File: src/rtl/lcce_pkg.sv
// Package with opcodes, form codes, lengths and cycle counts for the logic/compare/clear unit
package lcce_pkg;

  // Decoded instruction forms
  typedef enum logic [4:0] {
    LCCE_F_NONE      = 5'b00000,
    LCCE_F_ANL_A_RN  = 5'b00001,
    LCCE_F_ANL_A_DIR = 5'b00010,
    LCCE_F_ANL_A_IND = 5'b00011,
    LCCE_F_ANL_A_IMM = 5'b00100,
    LCCE_F_ANL_D_A   = 5'b00101,
    LCCE_F_ANL_D_IMM = 5'b00110,
    LCCE_F_ANL_C_BIT = 5'b00111,
    LCCE_F_ANL_C_NB  = 5'b01000,
    LCCE_F_CJ_A_DIR  = 5'b01001,
    LCCE_F_CJ_A_IMM  = 5'b01010,
    LCCE_F_CJ_RN_IMM = 5'b01011,
    LCCE_F_CJ_IN_IMM = 5'b01100,
    LCCE_F_CLR_A     = 5'b01101,
    LCCE_F_CLR_C     = 5'b01110,
    LCCE_F_CLR_BIT   = 5'b01111,
    LCCE_F_CPL_A     = 5'b10000,
    LCCE_F_CPL_C     = 5'b10001,
    LCCE_F_CPL_BIT   = 5'b10010
  } lcce_form_type;

  // Sequencer states
  typedef enum logic [1:0] {
    LCCE_S_IDLE = 2'b00,
    LCCE_S_WAIT = 2'b01
  } lcce_state_type;

  // Exact opcodes
  localparam logic [7:0] LCCE_OP_ANL_A_DIR = 8'h55;
  localparam logic [7:0] LCCE_OP_ANL_A_IMM = 8'h54;
  localparam logic [7:0] LCCE_OP_ANL_D_A = 8'h52;
  localparam logic [7:0] LCCE_OP_ANL_D_IMM = 8'h53;
  localparam logic [7:0] LCCE_OP_ANL_C_BIT = 8'h82;
  localparam logic [7:0] LCCE_OP_ANL_C_NB = 8'hb0;
  localparam logic [7:0] LCCE_OP_CJ_A_DIR = 8'hb5;
  localparam logic [7:0] LCCE_OP_CJ_A_IMM = 8'hb4;
  localparam logic [7:0] LCCE_OP_CLR_A = 8'he4;
  localparam logic [7:0] LCCE_OP_CLR_C = 8'hc3;
  localparam logic [7:0] LCCE_OP_CLR_BIT = 8'hc2;
  localparam logic [7:0] LCCE_OP_CPL_A = 8'hf4;
  localparam logic [7:0] LCCE_OP_CPL_C = 8'hb3;
  localparam logic [7:0] LCCE_OP_CPL_BIT = 8'hb2;

  // Opcode groups with a register field
  localparam logic [4:0] LCCE_OP_ANL_A_RN_HI = 5'h0b;
  localparam logic [6:0] LCCE_OP_ANL_A_IND_HI = 7'h2b;
  localparam logic [4:0] LCCE_OP_CJ_RN_HI = 5'h17;
  localparam logic [6:0] LCCE_OP_CJ_IN_HI = 7'h5b;

  // Instruction lengths in bytes
  localparam logic [1:0] LCCE_LEN_1 = 2'd1;
  localparam logic [1:0] LCCE_LEN_2 = 2'd2;
  localparam logic [1:0] LCCE_LEN_3 = 2'd3;

  // Execution cycles
  localparam logic [1:0] LCCE_CYC_1 = 2'd1;
  localparam logic [1:0] LCCE_CYC_2 = 2'd2;

  // Reset values
  localparam logic [7:0] LCCE_BYTE_RST = 8'h00;
  localparam logic [15:0] LCCE_PC_RST = 16'h0000;

endpackage : lcce_pkg

File: src/rtl/lcce_decode.sv
// Opcode decoder for the logic/compare/clear unit
`timescale 1ns/1ps
module lcce_decode
  import lcce_pkg::*;
(
  input wire logic [7:0] opcode,
  output lcce_form_type form,
  output logic [1:0] length,
  output logic [1:0] cycles,
  output logic conflict,
  output logic legal
);

  // Group matches for forms carrying a register number
  wire logic is_anl_rn = (opcode[7:3] == LCCE_OP_ANL_A_RN_HI);
  wire logic is_anl_ind = (opcode[7:1] == LCCE_OP_ANL_A_IND_HI);
  wire logic is_cj_rn = (opcode[7:3] == LCCE_OP_CJ_RN_HI);
  wire logic is_cj_ind = (opcode[7:1] == LCCE_OP_CJ_IN_HI);

  // [RULE21] Operation over encoding
  // Printed encodings of compare A,#data, compare @Ri and AND C,/bit clash with others;
  // the operation decides and the decode is flagged for review.
  assign conflict = (opcode == LCCE_OP_CJ_A_IMM) || is_cj_ind || (opcode == LCCE_OP_ANL_C_NB);
  assign legal = (form != LCCE_F_NONE);

  // Form, length and cycle count
  always_comb begin
    form = LCCE_F_NONE;
    length = LCCE_LEN_1;
    cycles = LCCE_CYC_1;
    if (is_anl_rn) begin
      // [RULE4] Register source one byte
      form = LCCE_F_ANL_A_RN;
    end else if (is_anl_ind) begin
      form = LCCE_F_ANL_A_IND;
    end else if (is_cj_rn) begin
      // [RULE16] Register number low bits
      form = LCCE_F_CJ_RN_IMM;
      length = LCCE_LEN_3;
      cycles = LCCE_CYC_2;
    end else if (is_cj_ind) begin
      form = LCCE_F_CJ_IN_IMM;
      length = LCCE_LEN_3;
      cycles = LCCE_CYC_2;
    end else begin
      case (opcode)
        LCCE_OP_ANL_A_DIR: begin
          form = LCCE_F_ANL_A_DIR;
          length = LCCE_LEN_2;
        end
        // [RULE5] Accumulator immediate AND
        LCCE_OP_ANL_A_IMM: begin
          form = LCCE_F_ANL_A_IMM;
          length = LCCE_LEN_2;
        end
        // [RULE6] Direct with accumulator
        LCCE_OP_ANL_D_A: begin
          form = LCCE_F_ANL_D_A;
          length = LCCE_LEN_2;
        end
        // [RULE7] Direct with mask
        LCCE_OP_ANL_D_IMM: begin
          form = LCCE_F_ANL_D_IMM;
          length = LCCE_LEN_3;
          cycles = LCCE_CYC_2;
        end
        // [RULE10] Carry AND bit
        LCCE_OP_ANL_C_BIT: begin
          form = LCCE_F_ANL_C_BIT;
          length = LCCE_LEN_2;
          cycles = LCCE_CYC_2;
        end
        LCCE_OP_ANL_C_NB: begin
          form = LCCE_F_ANL_C_NB;
          length = LCCE_LEN_2;
          cycles = LCCE_CYC_2;
        end
        // [RULE15] Compare forms three bytes
        LCCE_OP_CJ_A_DIR: begin
          form = LCCE_F_CJ_A_DIR;
          length = LCCE_LEN_3;
          cycles = LCCE_CYC_2;
        end
        LCCE_OP_CJ_A_IMM: begin
          form = LCCE_F_CJ_A_IMM;
          length = LCCE_LEN_3;
          cycles = LCCE_CYC_2;
        end
        // [RULE17] Clear accumulator
        LCCE_OP_CLR_A: form = LCCE_F_CLR_A;
        // [RULE18] Clear carry or bit
        LCCE_OP_CLR_C: form = LCCE_F_CLR_C;
        LCCE_OP_CLR_BIT: begin
          form = LCCE_F_CLR_BIT;
          length = LCCE_LEN_2;
        end
        // [RULE19] Complement accumulator
        LCCE_OP_CPL_A: form = LCCE_F_CPL_A;
        // [RULE20] Complement carry or bit
        LCCE_OP_CPL_C: form = LCCE_F_CPL_C;
        LCCE_OP_CPL_BIT: begin
          form = LCCE_F_CPL_BIT;
          length = LCCE_LEN_2;
        end
        default: form = LCCE_F_NONE;
      endcase
    end
  end

endmodule : lcce_decode

File: src/rtl/lcce_exec.sv
// Execute unit for byte/bit AND, compare-and-branch, clear and complement
`timescale 1ns/1ps
// Overview of operation
// [RULE1] Byte AND to destination, flags untouched
// [RULE2] Six operand forms for byte AND
// [RULE3] Port read-modify-write uses output latch
// [RULE4] Register/indirect one byte, direct two
// [RULE5] Accumulator-immediate AND opcode, two bytes
// [RULE6] Direct-accumulator AND stores to direct
// [RULE7] Direct-mask AND three bytes, two cycles
// [RULE8] Zero source bit clears carry only
// [RULE9] Inverted source uses complement, bit unchanged
// [RULE10] Carry-AND-bit two bytes, two cycles
// [RULE11] Compare branches only when unequal
// [RULE12] Target is advanced PC plus displacement
// [RULE13] Carry set when first below second
// [RULE14] Accumulator, register, indirect compare combinations
// [RULE15] Compare three bytes, two cycles, PC+3
// [RULE16] Register compare number in low bits
// [RULE17] Clear accumulator, one byte, flags kept
// [RULE18] Clear carry or addressable bit
// [RULE19] Complement accumulator, flags kept
// [RULE20] Complement carry or addressable bit
// [RULE21] Conflicting encodings follow operation, flagged
module lcce_exec
  import lcce_pkg::*;
#(
  parameter int DATA_W = 8,
  parameter int PC_W = 16
) (
  input wire logic clk_sys,
  input wire logic reset_n,
  input wire logic start,
  input wire logic [7:0] opcode,
  input wire logic [7:0] byte2,
  input wire logic [7:0] byte3,
  input wire logic [PC_W-1:0] pc_in,
  input wire logic [DATA_W-1:0] acc_in,
  input wire logic carry_in,
  input wire logic [DATA_W-1:0] reg_in,
  input wire logic [DATA_W-1:0] ind_in,
  input wire logic [DATA_W-1:0] dir_pin_in,
  input wire logic [DATA_W-1:0] dir_latch_in,
  input wire logic dir_is_port,
  input wire logic bit_pin_in,
  input wire logic bit_latch_in,
  input wire logic bit_is_port,
  output logic busy_r,
  output logic done_r,
  output logic illegal_r,
  output logic conflict_r,
  output logic acc_we_r,
  output logic [DATA_W-1:0] acc_wdata_r,
  output logic carry_we_r,
  output logic carry_wdata_r,
  output logic dir_we_r,
  output logic [7:0] dir_addr_r,
  output logic [DATA_W-1:0] dir_wdata_r,
  output logic bit_we_r,
  output logic [7:0] bit_addr_r,
  output logic bit_wdata_r,
  output logic branch_r,
  output logic [PC_W-1:0] pc_next_r
);

  // Pick the read-back source; ports must read their latch, not the pads
  function automatic logic [DATA_W-1:0] lcce_rmw_src(input logic [DATA_W-1:0] pin_v,
                                                    input logic [DATA_W-1:0] latch_v,
                                                    input logic is_port);
    lcce_rmw_src = is_port ? latch_v : pin_v;
  endfunction : lcce_rmw_src

  // Decoder outputs
  lcce_form_type form;
  logic [1:0] length;
  logic [1:0] cycles;
  logic conflict;
  logic legal;

  lcce_decode u_decode (
    .opcode(opcode),
    .form(form),
    .length(length),
    .cycles(cycles),
    .conflict(conflict),
    .legal(legal)
  );

  // Sequencer state
  lcce_state_type state_r;
  lcce_state_type state_nxt;

  // [RULE3] Latch read for ports
  wire logic [DATA_W-1:0] dir_val = lcce_rmw_src(dir_pin_in, dir_latch_in, dir_is_port);
  wire logic [DATA_W-1:0] bit_vec = lcce_rmw_src({{(DATA_W-1){1'b0}}, bit_pin_in},
                                                 {{(DATA_W-1){1'b0}}, bit_latch_in}, bit_is_port);
  wire logic bit_val = bit_vec[0];

  // Immediate widened to data width
  wire logic [DATA_W-1:0] imm2 = DATA_W'(byte2);
  wire logic [DATA_W-1:0] imm3 = DATA_W'(byte3);

  // [RULE2] Source select for accumulator AND
  wire logic [DATA_W-1:0] anl_src = (form == LCCE_F_ANL_A_RN) ? reg_in :
                                    (form == LCCE_F_ANL_A_DIR) ? dir_val :
                                    (form == LCCE_F_ANL_A_IND) ? ind_in : imm2;
  // [RULE1] Bitwise AND results
  wire logic [DATA_W-1:0] anl_acc = acc_in & anl_src;
  // [RULE7] Mask zeros clear bits
  wire logic [DATA_W-1:0] anl_dir = (form == LCCE_F_ANL_D_A) ? (dir_val & acc_in) : (dir_val & imm3);

  // [RULE14] Compare operand pairs
  wire logic [DATA_W-1:0] cmp_a = (form == LCCE_F_CJ_RN_IMM) ? reg_in :
                                  (form == LCCE_F_CJ_IN_IMM) ? ind_in : acc_in;
  wire logic [DATA_W-1:0] cmp_b = (form == LCCE_F_CJ_A_DIR) ? dir_val : imm2;
  // [RULE13] Unsigned less-than to carry
  wire logic cmp_lt = (cmp_a < cmp_b);
  // [RULE11] Branch only when unequal
  wire logic cmp_ne = (cmp_a != cmp_b);

  // Compare form group
  wire logic is_cmp = (form == LCCE_F_CJ_A_DIR) || (form == LCCE_F_CJ_A_IMM) ||
                      (form == LCCE_F_CJ_RN_IMM) || (form == LCCE_F_CJ_IN_IMM);
  // [RULE9] Inverted source bit
  wire logic bit_src = (form == LCCE_F_ANL_C_NB) ? ~bit_val : bit_val;

  // [RULE15] PC advanced by length first
  wire logic [PC_W-1:0] pc_seq = pc_in + PC_W'(length);
  // [RULE12] Signed displacement added
  wire logic [PC_W-1:0] pc_tgt = pc_seq + PC_W'(signed'(byte3));
  wire logic take_branch = is_cmp && cmp_ne;

  // Next values of the result set, computed from the start cycle inputs
  logic acc_we_nxt;
  logic [DATA_W-1:0] acc_wdata_nxt;
  logic carry_we_nxt;
  logic carry_wdata_nxt;
  logic dir_we_nxt;
  logic [DATA_W-1:0] dir_wdata_nxt;
  logic bit_we_nxt;
  logic bit_wdata_nxt;

  // Result selection per form
  always_comb begin
    acc_we_nxt = 1'b0;
    acc_wdata_nxt = acc_in;
    carry_we_nxt = 1'b0;
    carry_wdata_nxt = carry_in;
    dir_we_nxt = 1'b0;
    dir_wdata_nxt = dir_val;
    bit_we_nxt = 1'b0;
    bit_wdata_nxt = bit_val;
    case (form)
      // [RULE1] Accumulator AND, no flag write
      LCCE_F_ANL_A_RN, LCCE_F_ANL_A_DIR, LCCE_F_ANL_A_IND, LCCE_F_ANL_A_IMM: begin
        acc_we_nxt = 1'b1;
        acc_wdata_nxt = anl_acc;
      end
      // [RULE6] Store back to direct
      LCCE_F_ANL_D_A, LCCE_F_ANL_D_IMM: begin
        dir_we_nxt = 1'b1;
        dir_wdata_nxt = anl_dir;
      end
      // [RULE8] Clear carry on zero source
      LCCE_F_ANL_C_BIT, LCCE_F_ANL_C_NB: begin
        carry_we_nxt = 1'b1;
        carry_wdata_nxt = carry_in & bit_src;
      end
      // [RULE13] Carry from compare
      LCCE_F_CJ_A_DIR, LCCE_F_CJ_A_IMM, LCCE_F_CJ_RN_IMM, LCCE_F_CJ_IN_IMM: begin
        carry_we_nxt = 1'b1;
        carry_wdata_nxt = cmp_lt;
      end
      // [RULE17] Zero accumulator
      LCCE_F_CLR_A: begin
        acc_we_nxt = 1'b1;
        acc_wdata_nxt = '0;
      end
      // [RULE18] Zero carry or bit
      LCCE_F_CLR_C: begin
        carry_we_nxt = 1'b1;
        carry_wdata_nxt = 1'b0;
      end
      LCCE_F_CLR_BIT: begin
        bit_we_nxt = 1'b1;
        bit_wdata_nxt = 1'b0;
      end
      // [RULE19] Invert accumulator
      LCCE_F_CPL_A: begin
        acc_we_nxt = 1'b1;
        acc_wdata_nxt = ~acc_in;
      end
      // [RULE20] Invert carry or bit
      LCCE_F_CPL_C: begin
        carry_we_nxt = 1'b1;
        carry_wdata_nxt = ~carry_in;
      end
      LCCE_F_CPL_BIT: begin
        bit_we_nxt = 1'b1;
        bit_wdata_nxt = ~bit_val;
      end
      default: begin
        acc_we_nxt = 1'b0;
      end
    endcase
  end

  // Start accepted only while idle; starts during a wait are ignored
  wire logic take = start && (state_r == LCCE_S_IDLE);
  wire logic two_cycle = (cycles == LCCE_CYC_2);

  // Pending result held over the extra cycle of two-cycle forms
  logic pend_acc_we_r;
  logic [DATA_W-1:0] pend_acc_r;
  logic pend_carry_we_r;
  logic pend_carry_r;
  logic pend_dir_we_r;
  logic [DATA_W-1:0] pend_dir_r;
  logic pend_bit_we_r;
  logic pend_bit_r;
  logic pend_branch_r;
  logic [PC_W-1:0] pend_pc_r;
  logic [7:0] pend_daddr_r;
  logic pend_conflict_r;

  // Next-state logic
  always_comb begin
    state_nxt = state_r;
    case (state_r)
      // [RULE7] Second cycle for long forms
      LCCE_S_IDLE: if (take && legal && two_cycle) begin
        state_nxt = LCCE_S_WAIT;
      end
      LCCE_S_WAIT: state_nxt = LCCE_S_IDLE;
      default: state_nxt = LCCE_S_IDLE;
    endcase
  end

  // Completion strobe: first edge for one-cycle, second edge for two-cycle
  wire logic fin_now = take && !(legal && two_cycle);
  wire logic fin_wait = (state_r == LCCE_S_WAIT);

  // Direct address is the second byte except mask form carries it there too
  wire logic [7:0] daddr = byte2;

  // State and pending capture
  always_ff @(posedge clk_sys) begin
    if (!reset_n) begin
      state_r <= LCCE_S_IDLE;
      pend_acc_we_r <= 1'b0;
      pend_acc_r <= '0;
      pend_carry_we_r <= 1'b0;
      pend_carry_r <= 1'b0;
      pend_dir_we_r <= 1'b0;
      pend_dir_r <= '0;
      pend_bit_we_r <= 1'b0;
      pend_bit_r <= 1'b0;
      pend_branch_r <= 1'b0;
      pend_pc_r <= LCCE_PC_RST;
      pend_daddr_r <= LCCE_BYTE_RST;
      pend_conflict_r <= 1'b0;
    end else begin
      state_r <= state_nxt;
      if (take) begin
        pend_acc_we_r <= acc_we_nxt;
        pend_acc_r <= acc_wdata_nxt;
        pend_carry_we_r <= carry_we_nxt;
        pend_carry_r <= carry_wdata_nxt;
        pend_dir_we_r <= dir_we_nxt;
        pend_dir_r <= dir_wdata_nxt;
        pend_bit_we_r <= bit_we_nxt;
        pend_bit_r <= bit_wdata_nxt;
        pend_branch_r <= take_branch;
        pend_pc_r <= take_branch ? pc_tgt : pc_seq;
        pend_daddr_r <= daddr;
        pend_conflict_r <= conflict;
      end
    end
  end

  // Output registers: strobes are one-cycle pulses with done, data holds
  always_ff @(posedge clk_sys) begin
    if (!reset_n) begin
      busy_r <= 1'b0;
      done_r <= 1'b0;
      illegal_r <= 1'b0;
      conflict_r <= 1'b0;
      acc_we_r <= 1'b0;
      acc_wdata_r <= '0;
      carry_we_r <= 1'b0;
      carry_wdata_r <= 1'b0;
      dir_we_r <= 1'b0;
      dir_addr_r <= LCCE_BYTE_RST;
      dir_wdata_r <= '0;
      bit_we_r <= 1'b0;
      bit_addr_r <= LCCE_BYTE_RST;
      bit_wdata_r <= 1'b0;
      branch_r <= 1'b0;
      pc_next_r <= LCCE_PC_RST;
    end else begin
      busy_r <= (state_nxt == LCCE_S_WAIT);
      done_r <= fin_now || fin_wait;
      if (fin_now) begin
        // One-cycle forms and illegal opcodes answer at once
        illegal_r <= !legal;
        conflict_r <= conflict;
        acc_we_r <= acc_we_nxt;
        acc_wdata_r <= acc_wdata_nxt;
        carry_we_r <= carry_we_nxt;
        carry_wdata_r <= carry_wdata_nxt;
        dir_we_r <= dir_we_nxt;
        dir_addr_r <= daddr;
        dir_wdata_r <= dir_wdata_nxt;
        bit_we_r <= bit_we_nxt;
        bit_addr_r <= daddr;
        bit_wdata_r <= bit_wdata_nxt;
        branch_r <= 1'b0;
        pc_next_r <= pc_seq;
      end else if (fin_wait) begin
        // Two-cycle forms release the held result
        illegal_r <= 1'b0;
        conflict_r <= pend_conflict_r;
        acc_we_r <= pend_acc_we_r;
        acc_wdata_r <= pend_acc_r;
        carry_we_r <= pend_carry_we_r;
        carry_wdata_r <= pend_carry_r;
        dir_we_r <= pend_dir_we_r;
        dir_addr_r <= pend_daddr_r;
        dir_wdata_r <= pend_dir_r;
        bit_we_r <= pend_bit_we_r;
        bit_addr_r <= pend_daddr_r;
        bit_wdata_r <= pend_bit_r;
        branch_r <= pend_branch_r;
        pc_next_r <= pend_pc_r;
      end else begin
        // Write strobes drop after their single cycle
        acc_we_r <= 1'b0;
        carry_we_r <= 1'b0;
        dir_we_r <= 1'b0;
        bit_we_r <= 1'b0;
        branch_r <= 1'b0;
      end
    end
  end

endmodule : lcce_exec

File: config.mk
export PLATFORM = sky130hd
export DESIGN_NAME = lcce_exec
export DESIGN_NICKNAME = d
export VERILOG_FILES = /design/src/rtl/lcce_pkg.sv /design/src/rtl/lcce_decode.sv /design/src/rtl/lcce_exec.sv
export SDC_FILE = /design/constraint.sdc
export NUM_CORES = 1
export LEC_CHECK = 0
export BUFFER_PORTS_ARGS = -buffer_cell sky130_fd_sc_hd__buf_2
export CAP_MARGIN = 30
export CORE_UTILIZATION = 45
export CTS_BUF_LIST = sky130_fd_sc_hd__clkbuf_4
export DETAILED_ROUTE_END_ITERATION = 7
export PLACE_DENSITY = 0.68
export SYNTH_ARGS = -nofsm -noshare
export SYNTH_HDL_FRONTEND = slang
export SYNTH_SLANG_ARGS = --single-unit
export TNS_END_PERCENT = 30
File: constraint.sdc
create_clock -name clk_sys -period 5.4 [get_ports clk_sys]
set_input_delay 0.81 -clock clk_sys [delete_from_list [all_inputs] [get_ports clk_sys]]
set_output_delay 0.81 -clock clk_sys [all_outputs]
set_load 0.05 [all_outputs]
=== Yosys cells after proc, flatten, opt, wreduce, memory -nomap -nowiden ===
Cells that the tools add are included.

* Add/subtract/negate cells: 2
* Multiply operators: 0
* Div/mod/pow operators: 0
* $lt $le $gt $ge: 1
* Equal/unequal tests: 40
* Shifts and indexed selects: 0
* Muxes and demuxes: 60
* Bitwise gates (word level): 9
* Reduce and logical (&&, ||, !) cells: 28

{| class="wikitable"
|+ Operators with widths
! kind !! number
|-
| 8-bit two-way mux || 15
|-
| 8-bit == test, second input constant || 10
|-
| 5-bit one-hot mux with 14 select lines || 1
|-
| 16-bit two-way mux || 3
|-
| 5-bit by 4-bit == test with 1-bit output, second input constant || 9
|-
| 8-bit by 7-bit == test with 1-bit output, second input constant || 4
|-
| 8-bit bitwise AND || 3
|-
| 8-bit one-hot mux with 3 select lines || 1
|-
| 1-bit two-way mux || 22
|-
| 2-bit two-way mux || 11
|-
| 5-bit by 3-bit == test with 1-bit output, second input constant || 4
|-
| 5-bit == test, second input constant || 4
|-
| 5-bit two-way mux || 4
|-
| 16-bit adder || 1
|-
| 16-bit by 2-bit adder with 16-bit output || 1
|-
| 5-bit by 2-bit == test with 1-bit output, second input constant || 2
|-
| 8-bit less-than comparator || 1
|-
| 8-bit != test || 1
|-
| 8-bit inverter || 1
|-
| 4-bit OR reduction || 2
|-
| 8-bit OR reduction || 1
|-
| 7-bit by 6-bit == test with 1-bit output, second input constant || 1
|-
| 7-bit == test, second input constant || 1
|-
| 7-bit OR reduction || 1
|-
| other kinds (18) || 36
|}

* Register bits after elaboration: 101
* Latch bits: 0
* RAM bits: 0
* Bits in read-only memories: 0
* Input bits: 88
* Output and inout port bits: 59
* Memories: 0

=== Logic depth before layout (Yosys ltp) ===
* Depth after elaboration: 13
* Mapped depth: 22
* Mapped depth without buffers: 21

=== Hierarchy ===
A second synthesis with hierarchy kept.

* Cell total of the unflattened synthesis: 858
* Area total of the unflattened synthesis: 6605.1 µm²

{| class="wikitable"
|+ By module, submodules not included
! module !! times used !! cells an instance !! area an instance (µm²) !! sequential area each (µm²)
|-
| lcce_exec || 1 || 794 || 6153.4 || 2021.9
|-
| lcce_decode || 1 || 64 || 451.7 || 0.0
|}

=== Worst setup path before layout ===
OpenSTA, ideal clock, no wires.

* Path type: input to register
* From: input port opcode[5]
* To: register pend_pc_r[15]
* Arrival time: 4538 ps
* Required time: 5254 ps
* Slack: 717 ps
* Stages on the path: 21
* Path buffers: 1
* Cell sequence: buf_2 nor2b_1 and2_1 o211ai_1 a21oi_1 a211oi_1 nand3_1 ha_1 a21o_1 nand3_1 or2_2 xor2_1 inv_1 ha_1 or3_1 a211o_1 and3_1 a211oi_1 xor2_1 o21ai_0 o311ai_0

* Word-level cells in the longest chain between the ends: 12
* Elaborated cells between the ends (all ways): 45
* Classes of those cells: add/sub: 2; eq/ne: 23; mux: 14; reduce/logical: 6

{| class="wikitable"
|+ RTL lines
! element !! line !! text
|-
| start, declared || lcce_exec.sv:34 || <nowiki>input wire logic [7:0] opcode,</nowiki>
|-
| branches (longest 11 deep; another with 16-bit by 2-bit adder with 16-bit output) || - ||
|-
| 16-bit two-way mux (*) || lcce_exec.sv:274 || <nowiki>pend_pc_r <= take_branch ? pc_tgt : pc_seq;</nowiki>
|-
| end signal, assigned || lcce_exec.sv:274 ||
|-
| end, declared || lcce_exec.sv:222 || <nowiki>logic [PC_W-1:0] pend_pc_r;</nowiki>
|}

Every way passes the cells marked *.
A chain may end at the register's enable or synchronous reset.

=== Worst setup path in the final report ===
Same ends and word-level chain as after synthesis.

==> impl_metrics.tcl <==
set metrics [dict create \
    max_stage_delay_ns 0.42 \
    fin_nets 1037 \
    wl_met2_um 8335 \
    start_util_pct 46.68 \
    worstPathArrival_ns 5.22 \
    dr.pass1.iters 5 \
    wl_met1_um 8845 \
    cts_max_path_buffers 2 \
    dieArea_mm2 0.01511 \
    syn2layout_area_growth_pct 13.37 \
    power_density_mw_per_mm2 222.9 \
    syn_nets 934 \
    p_leak_nw 3.288 \
    cts-htree-levels 3 \
    critPathMaxFanout 10 \
    cts_tree "done" \
    min_to "pc_next_r[2]" \
    synth_edf_count 0 \
    ys_seq_area_share_pct 30.73 \
    hold_buffers 0 \
    antenna_found_initial 1 \
    wl_met3_um 1163 \
    syn_avg_cell_area_um2 8.034 \
    outcome "complete, no violations" \
    synth_area_mm2 0.006580 \
    via_count 6277 \
    cts-resized-gates 0 \
    worstMarginPinSlew_ns 0.7512 \
    ys.flop_type "dfxtp_1" \
    finalHoldViolations 0 \
    slew_headroom_pct 49.77 \
    r2r_cells 7 \
    insertion_delay_ns 0.47 \
    cp.required_ns 5.77 \
    drt_iter0_drc 509 \
    crit_family "compound AO/OA/AOI/OAI gates" \
    hpwl_um 13900 \
    syn_inst 819 \
    peakVddDrop_v 0.0001658 \
    finalClockSkew_ns 0.01517 \
    crit_type "input pin to flop" \
    startpoint_type "input pin" \
    end_kind "flop" \
    die_w_um 122.9 \
    drive_above_1_share_pct 21.68 \
    rsz0062_at_grt "false" \
    avgViaCountPerCell 5.665 \
    postRouteWirelength_um 18700 \
    crit_slowest_cell "a211oi_1" \
    rows 43 \
    io_buffer_count 146 \
    hold_slack_ns 0.4603 \
    ys_ff_latch 101 \
    wire_per_inst_um 16.87 \
    drc 0 \
    period_needed_ns 4.843 \
    grt_pass1_wl_um 29080 \
    min_path_cells 2 \
    tns_ns 0 \
    clkTransAtPathRegs_ns 0.15 \
    async_flop_share_pct 0 \
    ios 147 \
    gp_congestion 0.9237 \
    setup_viol 0 \
    overflow 0 \
    grt_usage_pct 25.04 \
    path_buf_inv 2 \
    r2r_slack_ns 3.21 \
    path_cells "buf_2, nor2b_1, and2_1, o211ai_1, a21oi_1, a211oi_1, nand3_1, ha_1, a21o_1, nand3_1, or2_2, xor2_1, inv_1, ha_1, or3_1, a211o_1, and3_1, a211oi_1, xor2_1, o311ai_0" \
    grt_max_degree 70 \
    cts_root_buf "clkbuf_4" \
    max_clock_freq_mhz 206.5 \
    drv_slew 0 \
    hold_path.class "flop to flop" \
    cts_sinks 101 \
    yosysWarningCount 0 \
    hold_start "pc_next_r[2]" \
    fp.dieH_um 122.9 \
    timing.rr.end "pc_next_r[11]" \
    ant_nets 0 \
    post_cts_buffers 0 \
    finalCritPeriodShare_pct 89.69 \
    drv_cap 0 \
    cts_buffers 9 \
    worst_r2r_startpoint "state_r[1]" \
    top_layer_used "met4" \
    first_global_vias 5649 \
    core_area_mm2 0.01410 \
    netlist-cell-type-count 69 \
]
## worst max-delay path by stage
| stage | from | to | depth (start not counted) |
|---|---|---|---|
| 2_1_floorplan | opcode[5] | pend_pc_r[15] | 21 |
| 3_3_place_gp | opcode[5] | pend_pc_r[15] | 21 |
| 3_5_place_dp | opcode[5] | pend_pc_r[15] | 20 |
| 4_1_cts | opcode[5] | pend_pc_r[15] | 20 |
| 5_1_grt | opcode[5] | pend_pc_r[15] | 20 |
| 6_report | opcode[5] | pend_pc_r[15] | 20 |
## cell type report
| cell class | count | area, um^2 |
|---|---|---|
| inverter | 9 | 33.78 |
| antenna | 1 | 2.502 |
| tap | 180 | 225.2 |
| clock inverter | 6 | 63.81 |
| sequential | 101 | 2022 |
| clock buffer | 10 | 75.07 |
| multi-input combinational | 641 | 4189 |
| timing repair buffer | 160 | 848.3 |
| fill | 1372 | 6636 |
## Yosys cell counts (all sizes together) (10+ instances only)
master  count  area [um^2]
nor2b      13        81.33
a22oi      31        232.7
clkbuf     36        136.4
and2       10        62.56
o211a      10        100.1
a21boi     50        375.4
a21oi      48        240.2
ha         25        312.8
nor2       49        200.2
buf        32        211.5
o21ai      65        332.8
mux2i      36        360.4
nand4      11        68.82
dfxtp     101         2022
xnor2      15        131.4
nand2     139        521.8
o211ai     13        102.6
xor2       11        96.34
nand3      15        87.59
## worst min-delay path, stage by stage, from the launching register on
cell	delay (ns)
dfxtp_1	0.33
nand2_1	0.05
a21boi_1	0.05
## state kept, by name, summed over array words and instances (netlist names), 2 cells and up
register	cells
pc_next_r	16
pend_pc_r	16
acc_wdata_r	8
bit_addr_r	8
dir_wdata_r	8
pend_acc_r	8
pend_daddr_r	8
pend_dir_r	8
state_r	2
## routing by layer
metal  GRT usage, %  vias to the layer above
li1               -                     3139
met1          34.36                     2861
met2          38.97                      254
met3          5.028                       23
met4          8.613                        0
met5              0                        -
## stage by stage
stage                     worst slack (ns)  cell area (um^2)  power [mW]  std cells  utilization [%]
after floorplan                     0.7169              6580       1.141        819                -
after global placement              0.2691              7298       1.266       1090            51.78
after global routing                0.1808              7460       1.746       1108            52.92
final                               0.5566              7460       1.663       1108            52.92
after CTS                           0.6534              7457       1.674       1107            52.90
after detailed placement            0.1085              7318       1.271       1091            51.92
## cell families (layout without fill, tap and decap cells)
| family | count (synthesis) | after routing | synth area share, % |
|---|---|---|---|
| AND/OR/NAND/NOR | 278 | 278 | 20.56 |
| buffers and inverters | 77 | 185 | 5.799 |
| multiplexers | 44 | 44 | 6.846 |
| XOR/XNOR | 26 | 26 | 3.461 |
| adder cells (fa/ha/maj) | 27 | 27 | 5.362 |
| AO/OA/AOI/OAI | 265 | 265 | 27.19 |
| flip-flops | 101 | 101 | 30.73 |
| other | 1 | 2 | 0.05699 |
## cell usage in the layout (no fill, tap or decap), drive strengths merged, types with 7 or more instances in the layout
cell / n
a21boi: 50
o211a: 10
nand4: 11
a211oi: 8
o21a: 8
nand2: 139
o211ai: 13
xnor2: 15
nand3: 15
mux2i: 36
a21oi: 48
a22o: 8
mux2: 8
xor2: 11
o21ai: 65
a22oi: 31
inv: 9
and3: 7
ha: 25
and2: 10
buf: 160
nor2: 49
clkbuf: 10
nor2b: 13
dfxtp: 101
## report_power, final
group,total (mW),internal (mW),switching [mW]
logic,0.456,0.167,0.289
clock network,0.404,0.146,0.258
registers,0.802,0.783,0.0193
Power figures use the tool's default switching activity.
